File: config.mk
export PLATFORM = sky130hd
export DESIGN_NAME = dplm_monitor
export DESIGN_NICKNAME = d
export VERILOG_FILES = /design/src/dplm_pkg.sv /design/src/dplm_monitor.sv
export SDC_FILE = /design/constraint.sdc
export NUM_CORES = 2
export LEC_CHECK = 0
export BUFFER_PORTS_ARGS = -buffer_cell sky130_fd_sc_hd__buf_2
export CORE_MARGIN = 2
export CORE_UTILIZATION = 55
export DETAILED_ROUTE_END_ITERATION = 10
export PLACE_DENSITY = 0.74
export SKIP_LAST_GASP = 1
export SLEW_MARGIN = 20
export SYNTH_ARGS = -nofsm -noshare
export SYNTH_HDL_FRONTEND = slang
export SYNTH_SLANG_ARGS = --single-unit
File: constraint.sdc
create_clock -name clock -period 136.2 [get_ports clock]
set_clock_uncertainty 0.15 [all_clocks]
set_input_delay 13.62 -clock clock [delete_from_list [all_inputs] [get_ports clock]]
set_output_delay 13.62 -clock clock [all_outputs]
set_load 0.02 [all_outputs]
File: src/dplm_pkg.sv
// Purpose: shared constants and types of the drive power limit monitor
// Assumes: classic wishbone, 32-bit data, byte addresses
// Notes:   register offsets below are word aligned
package dplm_pkg;

    // ---------------------------------------------
    // register offsets
    // ---------------------------------------------
    localparam logic [7:0] DPLM_OFS_BRAKE_LO  = 8'h00;
    localparam logic [7:0] DPLM_OFS_BRAKE_HI  = 8'h04;
    localparam logic [7:0] DPLM_OFS_DUTY_MOT  = 8'h08;
    localparam logic [7:0] DPLM_OFS_DUTY_GEN  = 8'h0C;
    localparam logic [7:0] DPLM_OFS_DUTY_ACT  = 8'h10;
    localparam logic [7:0] DPLM_OFS_CUR_OFS   = 8'h14;
    localparam logic [7:0] DPLM_OFS_OC_ALLOW  = 8'h18;
    localparam logic [7:0] DPLM_OFS_CAUSE     = 8'h1C;
    localparam logic [7:0] DPLM_OFS_FAULT     = 8'h20;

    // ---------------------------------------------
    // reset values and field positions
    // ---------------------------------------------
    localparam logic [15:0] DPLM_RST_BRAKE_LO = 16'h0000;
    localparam logic [15:0] DPLM_RST_BRAKE_HI = 16'hFFFF;
    localparam logic [15:0] DPLM_RST_DUTY     = 16'h0000;
    localparam logic [15:0] DPLM_RST_CUR_OFS  = 16'h0000;
    localparam logic [15:0] DPLM_RST_OC_ALLOW = 16'h0000;
    localparam logic [15:0] DPLM_FAULT_POS    = 16'h2221;
    localparam logic [15:0] DPLM_FAULT_NEG    = 16'h2222;
    localparam int          DPLM_BIT_MOT_DUTY = 0;
    localparam int          DPLM_BIT_GEN_DUTY = 1;
    localparam int          DPLM_BIT_OVERVOLT = 2;
    localparam int          DPLM_BIT_CTRL_LIM = 3;
    localparam int          DPLM_BIT_MOT_POS  = 4;
    localparam int          DPLM_BIT_MOT_NEG  = 5;
    localparam int          DPLM_BIT_GEN_POS  = 6;
    localparam int          DPLM_BIT_GEN_NEG  = 7;

    // ---------------------------------------------
    // types
    // ---------------------------------------------
    typedef struct packed {
        logic        braking;
        logic        drive_enable;
        logic [15:0] dc_link_mv;
        logic [15:0] duty_cmd;
        logic        gen_mode;
        logic        ctrl_limiting;
        logic        mot_pos_lim;
        logic        mot_neg_lim;
        logic        gen_pos_lim;
        logic        gen_neg_lim;
        logic        oc_pos_evt;
        logic        oc_neg_evt;
    } dplm_bridge_t;

    typedef enum logic [1:0] {
        DPLM_RUN      = 2'b00,
        DPLM_FAULT_P  = 2'b01,
        DPLM_FAULT_N  = 2'b10
    } dplm_fault_state_t;

endpackage

File: src/dplm_monitor.sv
// Purpose: power limit supervisor with wishbone register file
// Assumes: bridge inputs come from logic on the same clock
// Notes:   ceiling math is linear between the two thresholds
`timescale 1ns/1ps
`default_nettype none

// How it works
// - while braking with recovery, dc link voltage is compared every cycle
// - lower threshold at index 0, upper threshold at index 1
// - above lower threshold, generator duty ceiling starts being reduced
// - ceiling falls linearly to zero at the upper threshold
// - over-voltage reduction sets cause bit 2 only in generator mode
// - over-current events counted; past allowance raise 0x2221 or 0x2222
// - current offset setting caps the braking current ceiling
// - cause bits stay set and accumulate until cleared
// - enable rising edge or a write to the cause offset clears the cause mask
// - bit 0 motor duty ceiling, bit 1 generator duty ceiling limiting
// - bit 3 when the current limiting controller acts
// - bit 4 positive, bit 5 negative motor current ceiling limiting
// - bit 6 positive, bit 7 negative generator current ceiling limiting
// - limit lamp output high while any limiting is active
// - active generator ceiling readable at its own offset
module dplm_monitor (
    // clock and reset
    input  wire logic                  clock,
    input  wire logic                  sys_rst,
    // wishbone slave
    input  wire logic                  wb_cyc_i,
    input  wire logic                  wb_stb_i,
    input  wire logic                  wb_we_i,
    input  wire logic [7:0]            wb_adr_i,
    input  wire logic [3:0]            wb_sel_i,
    input  wire logic [31:0]           wb_dat_i,
    output logic      [31:0]           wb_dat_o,
    output logic                       wb_ack_o,
    output logic                       wb_err_o,
    // power bridge side
    input  wire dplm_pkg::dplm_bridge_t bridge_i,
    output logic      [15:0]           duty_out,
    output logic      [15:0]           braking_current_ceiling,
    output logic                       limit_lamp,
    output logic      [15:0]           fault_code,
    output logic                       fault_active
);

    // ---------------------------------------------
    // settings and state registers
    // ---------------------------------------------
    logic [15:0] brake_lo_q, brake_lo_d;
    logic [15:0] brake_hi_q, brake_hi_d;
    logic [15:0] duty_mot_q, duty_mot_d;
    logic [15:0] duty_gen_q, duty_gen_d;
    logic [15:0] cur_ofs_q,  cur_ofs_d;
    logic [15:0] oc_allow_q, oc_allow_d;
    logic [15:0] cause_q,    cause_d;
    logic [15:0] oc_cnt_q,   oc_cnt_d;
    logic [15:0] gen_act_q,  gen_act_d;
    logic [15:0] duty_q,     duty_d;
    logic [15:0] brk_ceil_q, brk_ceil_d;
    logic        lamp_q,     lamp_d;
    logic        en_prev_q,  en_prev_d;
    logic [31:0] rdat_q,     rdat_d;
    logic        ack_q,      ack_d;
    logic        err_q,      err_d;
    logic [15:0] fcode_q,    fcode_d;
    logic        fact_q,     fact_d;
    dplm_pkg::dplm_fault_state_t fst_q, fst_d;

    // ---------------------------------------------
    // combinational helpers
    // ---------------------------------------------
    logic        req;
    logic        wr;
    logic        hit;
    logic        en_rise;
    logic        ovolt;
    logic [15:0] span;
    logic [15:0] over;
    logic [31:0] prod;
    logic [15:0] scaled;
    logic [15:0] gen_ceil;
    logic [15:0] lim_set;
    logic        mot_duty_lim;
    logic        gen_duty_lim;

    assign req     = wb_cyc_i && wb_stb_i && !ack_q && !err_q;
    assign wr      = req && wb_we_i && hit;
    assign en_rise = bridge_i.drive_enable && !en_prev_q;

    // over-voltage ceiling scaling
    always_comb begin
        span     = brake_hi_q - brake_lo_q;
        over     = bridge_i.dc_link_mv - brake_lo_q;
        prod     = 32'h0000_0000;
        scaled   = duty_gen_q;
        ovolt    = 1'b0;
        gen_ceil = duty_gen_q;
        if (bridge_i.braking) begin
            if (bridge_i.dc_link_mv >= brake_hi_q) begin
                ovolt    = 1'b1;
                gen_ceil = 16'h0000;
            end else if (bridge_i.dc_link_mv > brake_lo_q) begin
                ovolt    = 1'b1;
                prod     = 32'(duty_gen_q) * 32'(span - over);
                scaled   = 16'((prod / {16'h0000, span}));
                gen_ceil = scaled;
            end
        end
    end

    // duty clamp and limiting causes
    always_comb begin
        mot_duty_lim = !bridge_i.gen_mode && (bridge_i.duty_cmd > duty_mot_q);
        gen_duty_lim = bridge_i.gen_mode && (bridge_i.duty_cmd > gen_ceil);
        lim_set = 16'h0000;
        lim_set[dplm_pkg::DPLM_BIT_MOT_DUTY] = mot_duty_lim;
        lim_set[dplm_pkg::DPLM_BIT_GEN_DUTY] = gen_duty_lim;
        lim_set[dplm_pkg::DPLM_BIT_OVERVOLT] = ovolt && bridge_i.gen_mode;
        lim_set[dplm_pkg::DPLM_BIT_CTRL_LIM] = bridge_i.ctrl_limiting;
        lim_set[dplm_pkg::DPLM_BIT_MOT_POS]  = bridge_i.mot_pos_lim;
        lim_set[dplm_pkg::DPLM_BIT_MOT_NEG]  = bridge_i.mot_neg_lim;
        lim_set[dplm_pkg::DPLM_BIT_GEN_POS]  = bridge_i.gen_pos_lim;
        lim_set[dplm_pkg::DPLM_BIT_GEN_NEG]  = bridge_i.gen_neg_lim;
        if (mot_duty_lim) begin
            duty_d = duty_mot_q;
        end else if (gen_duty_lim) begin
            duty_d = gen_ceil;
        end else begin
            duty_d = bridge_i.duty_cmd;
        end
        gen_act_d  = gen_ceil;
        brk_ceil_d = cur_ofs_q;
        lamp_d     = |lim_set;
        en_prev_d  = bridge_i.drive_enable;
        // set wins over clear: bits present this cycle survive
        if (en_rise || wr && (wb_adr_i == dplm_pkg::DPLM_OFS_CAUSE)) begin
            cause_d = lim_set;
        end else begin
            cause_d = cause_q | lim_set;
        end
    end

    // over-current counter and fault
    always_comb begin
        oc_cnt_d = oc_cnt_q;
        fst_d    = fst_q;
        if (en_rise) begin
            oc_cnt_d = 16'h0000;
            fst_d    = dplm_pkg::DPLM_RUN;
        end else begin
            case (fst_q)
                dplm_pkg::DPLM_RUN: begin
                    if (bridge_i.oc_pos_evt || bridge_i.oc_neg_evt) begin
                        if (oc_cnt_q >= oc_allow_q) begin
                            fst_d = bridge_i.oc_pos_evt ? dplm_pkg::DPLM_FAULT_P : dplm_pkg::DPLM_FAULT_N;
                        end else begin
                            oc_cnt_d = oc_cnt_q + 16'h0001;
                        end
                    end
                end
                default: begin
                    fst_d = fst_q;
                end
            endcase
        end
        // fault outputs registered from the next state
        fact_d = (fst_d != dplm_pkg::DPLM_RUN);
        if (fst_d == dplm_pkg::DPLM_FAULT_P) begin
            fcode_d = dplm_pkg::DPLM_FAULT_POS;
        end else if (fst_d == dplm_pkg::DPLM_FAULT_N) begin
            fcode_d = dplm_pkg::DPLM_FAULT_NEG;
        end else begin
            fcode_d = 16'h0000;
        end
    end

    // wishbone decode
    always_comb begin
        hit        = 1'b1;
        rdat_d     = 32'h0000_0000;
        brake_lo_d = brake_lo_q;
        brake_hi_d = brake_hi_q;
        duty_mot_d = duty_mot_q;
        duty_gen_d = duty_gen_q;
        cur_ofs_d  = cur_ofs_q;
        oc_allow_d = oc_allow_q;
        if (wb_adr_i == dplm_pkg::DPLM_OFS_BRAKE_LO) begin
            rdat_d[15:0] = brake_lo_q;
        end else if (wb_adr_i == dplm_pkg::DPLM_OFS_BRAKE_HI) begin
            rdat_d[15:0] = brake_hi_q;
        end else if (wb_adr_i == dplm_pkg::DPLM_OFS_DUTY_MOT) begin
            rdat_d[15:0] = duty_mot_q;
        end else if (wb_adr_i == dplm_pkg::DPLM_OFS_DUTY_GEN) begin
            rdat_d[15:0] = duty_gen_q;
        end else if (wb_adr_i == dplm_pkg::DPLM_OFS_DUTY_ACT) begin
            rdat_d[15:0] = gen_act_q;
        end else if (wb_adr_i == dplm_pkg::DPLM_OFS_CUR_OFS) begin
            rdat_d[15:0] = cur_ofs_q;
        end else if (wb_adr_i == dplm_pkg::DPLM_OFS_OC_ALLOW) begin
            rdat_d[15:0] = oc_allow_q;
        end else if (wb_adr_i == dplm_pkg::DPLM_OFS_CAUSE) begin
            rdat_d[15:0] = cause_q;
        end else if (wb_adr_i == dplm_pkg::DPLM_OFS_FAULT) begin
            rdat_d[15:0] = fault_code;
            rdat_d[16]   = fault_active;
        end else begin
            hit = 1'b0;
        end
        if (!req || wb_we_i) begin
            rdat_d = 32'h0000_0000;
        end
        if (wr && wb_sel_i[0] && wb_sel_i[1]) begin
            if (wb_adr_i == dplm_pkg::DPLM_OFS_BRAKE_LO) begin
                brake_lo_d = wb_dat_i[15:0];
            end else if (wb_adr_i == dplm_pkg::DPLM_OFS_BRAKE_HI) begin
                brake_hi_d = wb_dat_i[15:0];
            end else if (wb_adr_i == dplm_pkg::DPLM_OFS_DUTY_MOT) begin
                duty_mot_d = wb_dat_i[15:0];
            end else if (wb_adr_i == dplm_pkg::DPLM_OFS_DUTY_GEN) begin
                duty_gen_d = wb_dat_i[15:0];
            end else if (wb_adr_i == dplm_pkg::DPLM_OFS_CUR_OFS) begin
                cur_ofs_d = wb_dat_i[15:0];
            end else if (wb_adr_i == dplm_pkg::DPLM_OFS_OC_ALLOW) begin
                oc_allow_d = wb_dat_i[15:0];
            end
        end
        ack_d = req && hit;
        err_d = req && !hit;
    end

    // ---------------------------------------------
    // state registers
    // ---------------------------------------------
    always_ff @(posedge clock) begin
        if (sys_rst) begin
            brake_lo_q <= dplm_pkg::DPLM_RST_BRAKE_LO;
            brake_hi_q <= dplm_pkg::DPLM_RST_BRAKE_HI;
            duty_mot_q <= dplm_pkg::DPLM_RST_DUTY;
            duty_gen_q <= dplm_pkg::DPLM_RST_DUTY;
            cur_ofs_q  <= dplm_pkg::DPLM_RST_CUR_OFS;
            oc_allow_q <= dplm_pkg::DPLM_RST_OC_ALLOW;
            cause_q    <= 16'h0000;
            oc_cnt_q   <= 16'h0000;
            gen_act_q  <= 16'h0000;
            duty_q     <= 16'h0000;
            brk_ceil_q <= 16'h0000;
            lamp_q     <= 1'b0;
            en_prev_q  <= 1'b0;
            rdat_q     <= 32'h0000_0000;
            ack_q      <= 1'b0;
            err_q      <= 1'b0;
            fcode_q    <= 16'h0000;
            fact_q     <= 1'b0;
            fst_q      <= dplm_pkg::DPLM_RUN;
        end else begin
            brake_lo_q <= brake_lo_d;
            brake_hi_q <= brake_hi_d;
            duty_mot_q <= duty_mot_d;
            duty_gen_q <= duty_gen_d;
            cur_ofs_q  <= cur_ofs_d;
            oc_allow_q <= oc_allow_d;
            cause_q    <= cause_d;
            oc_cnt_q   <= oc_cnt_d;
            gen_act_q  <= gen_act_d;
            duty_q     <= duty_d;
            brk_ceil_q <= brk_ceil_d;
            lamp_q     <= lamp_d;
            en_prev_q  <= en_prev_d;
            rdat_q     <= rdat_d;
            ack_q      <= ack_d;
            err_q      <= err_d;
            fcode_q    <= fcode_d;
            fact_q     <= fact_d;
            fst_q      <= fst_d;
        end
    end

    assign wb_dat_o                = rdat_q;
    assign wb_ack_o                = ack_q;
    assign wb_err_o                = err_q;
    assign duty_out                = duty_q;
    assign braking_current_ceiling = brk_ceil_q;
    assign limit_lamp              = lamp_q;
    assign fault_active            = fact_q;
    assign fault_code              = fcode_q;

    // ---------------------------------------------
    // assertions
    // ---------------------------------------------
    a_ceiling_zero_top: assert property (@(posedge clock) disable iff (sys_rst)
        bridge_i.braking && bridge_i.dc_link_mv >= brake_hi_q |=> gen_act_q == 16'h0000)
        else $error("generator ceiling not zero at upper threshold");
    a_ceiling_full_low: assert property (@(posedge clock) disable iff (sys_rst)
        bridge_i.dc_link_mv <= brake_lo_q |=> gen_act_q == $past(duty_gen_q))
        else $error("ceiling reduced below lower threshold");
    a_no_reduce_idle: assert property (@(posedge clock) disable iff (sys_rst)
        !bridge_i.braking |=> gen_act_q == $past(duty_gen_q))
        else $error("ceiling reduced while not braking");
    a_overvolt_bit: assert property (@(posedge clock) disable iff (sys_rst)
        bridge_i.braking && bridge_i.gen_mode && bridge_i.dc_link_mv > brake_lo_q |=> cause_q[2])
        else $error("over-voltage cause bit missing");
    a_cause_sticky: assert property (@(posedge clock) disable iff (sys_rst)
        cause_q[7] && !en_rise && !(wr && wb_adr_i == dplm_pkg::DPLM_OFS_CAUSE) |=> cause_q[7])
        else $error("cause bit dropped without clear");
    a_cause_clear_en: assert property (@(posedge clock) disable iff (sys_rst)
        en_rise && lim_set == 16'h0000 |=> cause_q == 16'h0000)
        else $error("cause mask not cleared on enable");
    a_ctrl_bit: assert property (@(posedge clock) disable iff (sys_rst)
        bridge_i.ctrl_limiting |=> cause_q[3] && limit_lamp)
        else $error("controller limit not flagged");
    a_lamp_follow: assert property (@(posedge clock) disable iff (sys_rst)
        (bridge_i.mot_pos_lim || bridge_i.gen_neg_lim) |=> limit_lamp && (cause_q[4] || cause_q[7]))
        else $error("lamp or current bit missing");
    a_fault_code: assert property (@(posedge clock) disable iff (sys_rst)
        fst_q == dplm_pkg::DPLM_RUN && bridge_i.oc_pos_evt && oc_cnt_q >= oc_allow_q && !en_rise
        |=> fault_code == 16'h2221)
        else $error("positive over-current fault not raised");
    a_counter_restart: assert property (@(posedge clock) disable iff (sys_rst)
        en_rise |=> oc_cnt_q == 16'h0000 && !fault_active)
        else $error("counter not restarted on enable");
    a_brake_ceiling: assert property (@(posedge clock) disable iff (sys_rst)
        ##1 braking_current_ceiling == $past(cur_ofs_q))
        else $error("braking current ceiling not offset");
    c_overvolt: cover property (@(posedge clock) bridge_i.braking && ovolt && !gen_act_q[15]);
    c_fault_neg: cover property (@(posedge clock) fst_q == dplm_pkg::DPLM_FAULT_N);
    c_cause_write: cover property (@(posedge clock) wr && wb_adr_i == dplm_pkg::DPLM_OFS_CAUSE);

endmodule

`default_nettype wire

==> metrics.yaml <==
status: "complete, no violations"
final_common_cell: "nand2_1"
hold_class: "flop to flop"
cts_hold_buf: 0
grt_pass1_vias: 40451
min_path_cells: 2
multi_input_area_mm2: 0.0372
r2r_cells: 544
synth-adder-area-share: 0.273
synth_compound_area_frac: 0.256
worst-slew-pin-transition_ns: 1.11
syn_inst: 5770
synth_mux_area_frac: 0.0251
async_flop_share: 0
r2r-end: "duty_out[8]"
dp_hpwl_um: 102000
synth_flop_cell: "dfxtp_1"
cpMaxStageDelayCell: "or4_1"
ys_warn_count: 0
ys_seq_area_frac: 0.0905
regArea_mm2: 0.00390
arrival_ns: 128.13
p_per_area_mw_per_mm2: 16.8
die_w_um: 284
synth_cell_types: 125
rr_startpoint: "brake_lo_q[1]"
routabilityCongestion: 0.986
max-slew-margin-rel: 0.257
final_core_util: 0.593
dieArea_mm2: 0.0807
cts_made_buffers: 17
synthXorXnorAreaFrac: 0.0470
place_ws_ns: 1.13
synthSimpleGateAreaFrac: 0.249
h-tree-depth: 4
vdd_drop_max_v: 0.0000251
synth-seq-cells: 195
yosys.area.top_type: "ha_1"
cp_max_fo: 26
nFillCells: 7296
cts_tree: "built"
ios: 175
tns_ns: 0
setup-violations-final: 0
syn_area_mm2: 0.0431
drc_errors: 0
period_needed_ns: 127.98
gr-usage-all-layers: 0.308
hp-start: "brake_lo_q[9]"
grt_max_degree: 89
clk_latency_ns: 0.44
drt-initial-drc-count: 3954
hold_end: "brake_lo_q[9]"
drt-total-wl_um: 129000
finalMaxSlewViolations: 0
area_growth_pct: 6.63
num_rows: 102
drt-vias-per-instance: 6.31
cts.clk_slew.worst_paths_ns: 0.07
grt_pass1_wl_um: 208000
reg2reg_slack_ns: 19.88
cts_sinks: 195
critical_path_required_ns: 136.35
final_area_mm2: 0.0460
synth_edf_count: 0
final_layout_size_suffix_gt1_frac: 0.0880
syn_avg_cell_area_um2: 7.48
postPlaceCellArea_mm2: 0.0449
start_util: 0.556
drtAntennaViolNets: 0
yosysTopAreaCellShare: 0.173
timing.final.crit_share: 0.940
synth_top_family_by_area: "adder cells"
vias: 43382
overflow: 0
antenna_found_initial: 0
cts_root_buffer: "clkbuf_16"
finalPower_mw: 0.773
die_height_um: 284
worst_slack_ns: 8.22
start_kind: "input port"
post_drt_wl_per_cell_um: 18.8
cp_num_buf_inv: 26
core-area_mm2: 0.0776
crit_path_end_kind: "flop"
timing.critical_path.slowest_cell_delay_ns: 0.56
io_buffers: 130
finalHoldViolCount: 0
cts_buffer_depth: 2
drtPass1Iterations: 9
cp_common_cell: "o21a_1"
finish.net_count: 6714
mostFrequentLayoutCells: "nand2_1, ha_1, inv_1, nor2_1, a21oi_1"
drv_cap: 0
p_leak_nw: 21.1
synthTopCellsByArea: "ha_1, fa_1, dfxtp_1, nand2_1, o21a_1"
critical_path.top_delay_family: "compound AO/OA/AOI/OAI gates"
fmax_ghz: 0.00781
critical_path_class: "input port to flop"
[cell families (layout without fill, tap and decap cells)]
group | after synthesis | after routing
other | 1 | 28
XOR/XNOR | 228 | 228
multiplexers | 99 | 99
flip-flops | 195 | 195
adder cells (fa/ha/maj) | 815 | 815
AND/OR/NAND/NOR | 2217 | 2217
buffers and inverters | 653 | 687
AO/OA/AOI/OAI | 1562 | 1562
[stage by stage]
stage,hold WS [ns],instances
2_1_floorplan,0.282,5795
3_3_place_gp,0.290,6813
3_5_place_dp,0.298,6813
4_1_cts,0.308,6845
5_1_grt,0.323,6869
6_report,0.309,6871
[worst reg2reg max path: cells and delay by family (launching register included)]
family	cells	cell delay [ns]
flops	1	0.48
mux	6	1.80
compound gates	316	65.26
simple gates	152	28.47
fa+ha+maj	42	14.57
buf+inv	27	5.27
xor+xnor	1	0.14
[Yosys cell counts, types with 38 or more instances]
master,count
nand2_1,733
ha_1,595
inv_1,416
nor2_1,411
a21oi_1,345
nor3_1,321
o21a_1,258
fa_1,212
dfxtp_1,195
o31ai_1,179
clkbuf_1,164
o21ai_0,150
and2_1,143
xnor2_1,134
nand3_1,93
xor2_1,90
nor2b_1,89
a21o_1,86
nand2b_1,75
nand4_1,69
o211ai_1,55
mux2_2,52
and3_1,50
a22oi_1,47
a31oi_1,46
a211oi_1,45
or2_2,42
nor4_1,38
[layer usage]
layer | track usage | up-vias | routed length (µm)
li1 | - | 20967 | -
met1 | 0.414 | 20534 | 55800
met2 | 0.508 | 1591 | 58200
met3 | 0.0411 | 290 | 10100
met4 | 0.101 | 0 | 4790
met5 | 0 | - | 0
[where the power goes]
group	switching, mW	leakage (nW)	internal [mW]
clock network	0.0236	0.283	0.0259
registers	0.000904	1.58	0.0582
logic	0.405	19.3	0.259
total	0.429	21.1	0.343
[registers in the layout, indices dropped and copies added (netlist names)]
| register | flops |
|---|---|
| oc_allow_q | 16 |
| brake_hi_q | 16 |
| en_prev_q | 1 |
| limit_lamp | 1 |
| oc_cnt_q | 16 |
| fst_q | 2 |
| wb_err_o | 1 |
| gen_act_q | 16 |
| brake_lo_q | 16 |
| fault_active | 1 |
| brk_ceil_d | 16 |
| braking_current_ceiling | 16 |
| fault_code | 3 |
| duty_gen_q | 16 |
| wb_ack_o | 1 |
| duty_out | 16 |
| cause_q | 8 |
| duty_mot_q | 16 |
| wb_dat_o | 17 |
[worst max-delay path by stage]
stage / end / cells past startpoint / startpoint
floorplan: duty_out[1] / 581 / bridge_i[24]
global placement: duty_out[8] / 535 / bridge_i[24]
detailed placement: duty_out[8] / 538 / bridge_i[24]
CTS: duty_out[8] / 538 / bridge_i[24]
global route: duty_out[8] / 561 / bridge_i[24]
finish: duty_out[8] / 552 / bridge_i[24]
[cell type report]
class | instances | share of cell area
clock inverters | 14 | 0.00316
repair buffers | 233 | 0.0313
well taps | 1040 | 0.0283
clock buffers | 18 | 0.00933
inverters | 422 | 0.0344
flip-flops and latches | 195 | 0.0849
diodes | 2 | 0.000109
multi-input cells | 4947 | 0.809
[timing repair]
action / CTS / global route
buffers inserted: 0 / 24
resized for setup: 0 / 73
setup endpoints to repair: 0 / 20
(Power assumes the default switching activity.)
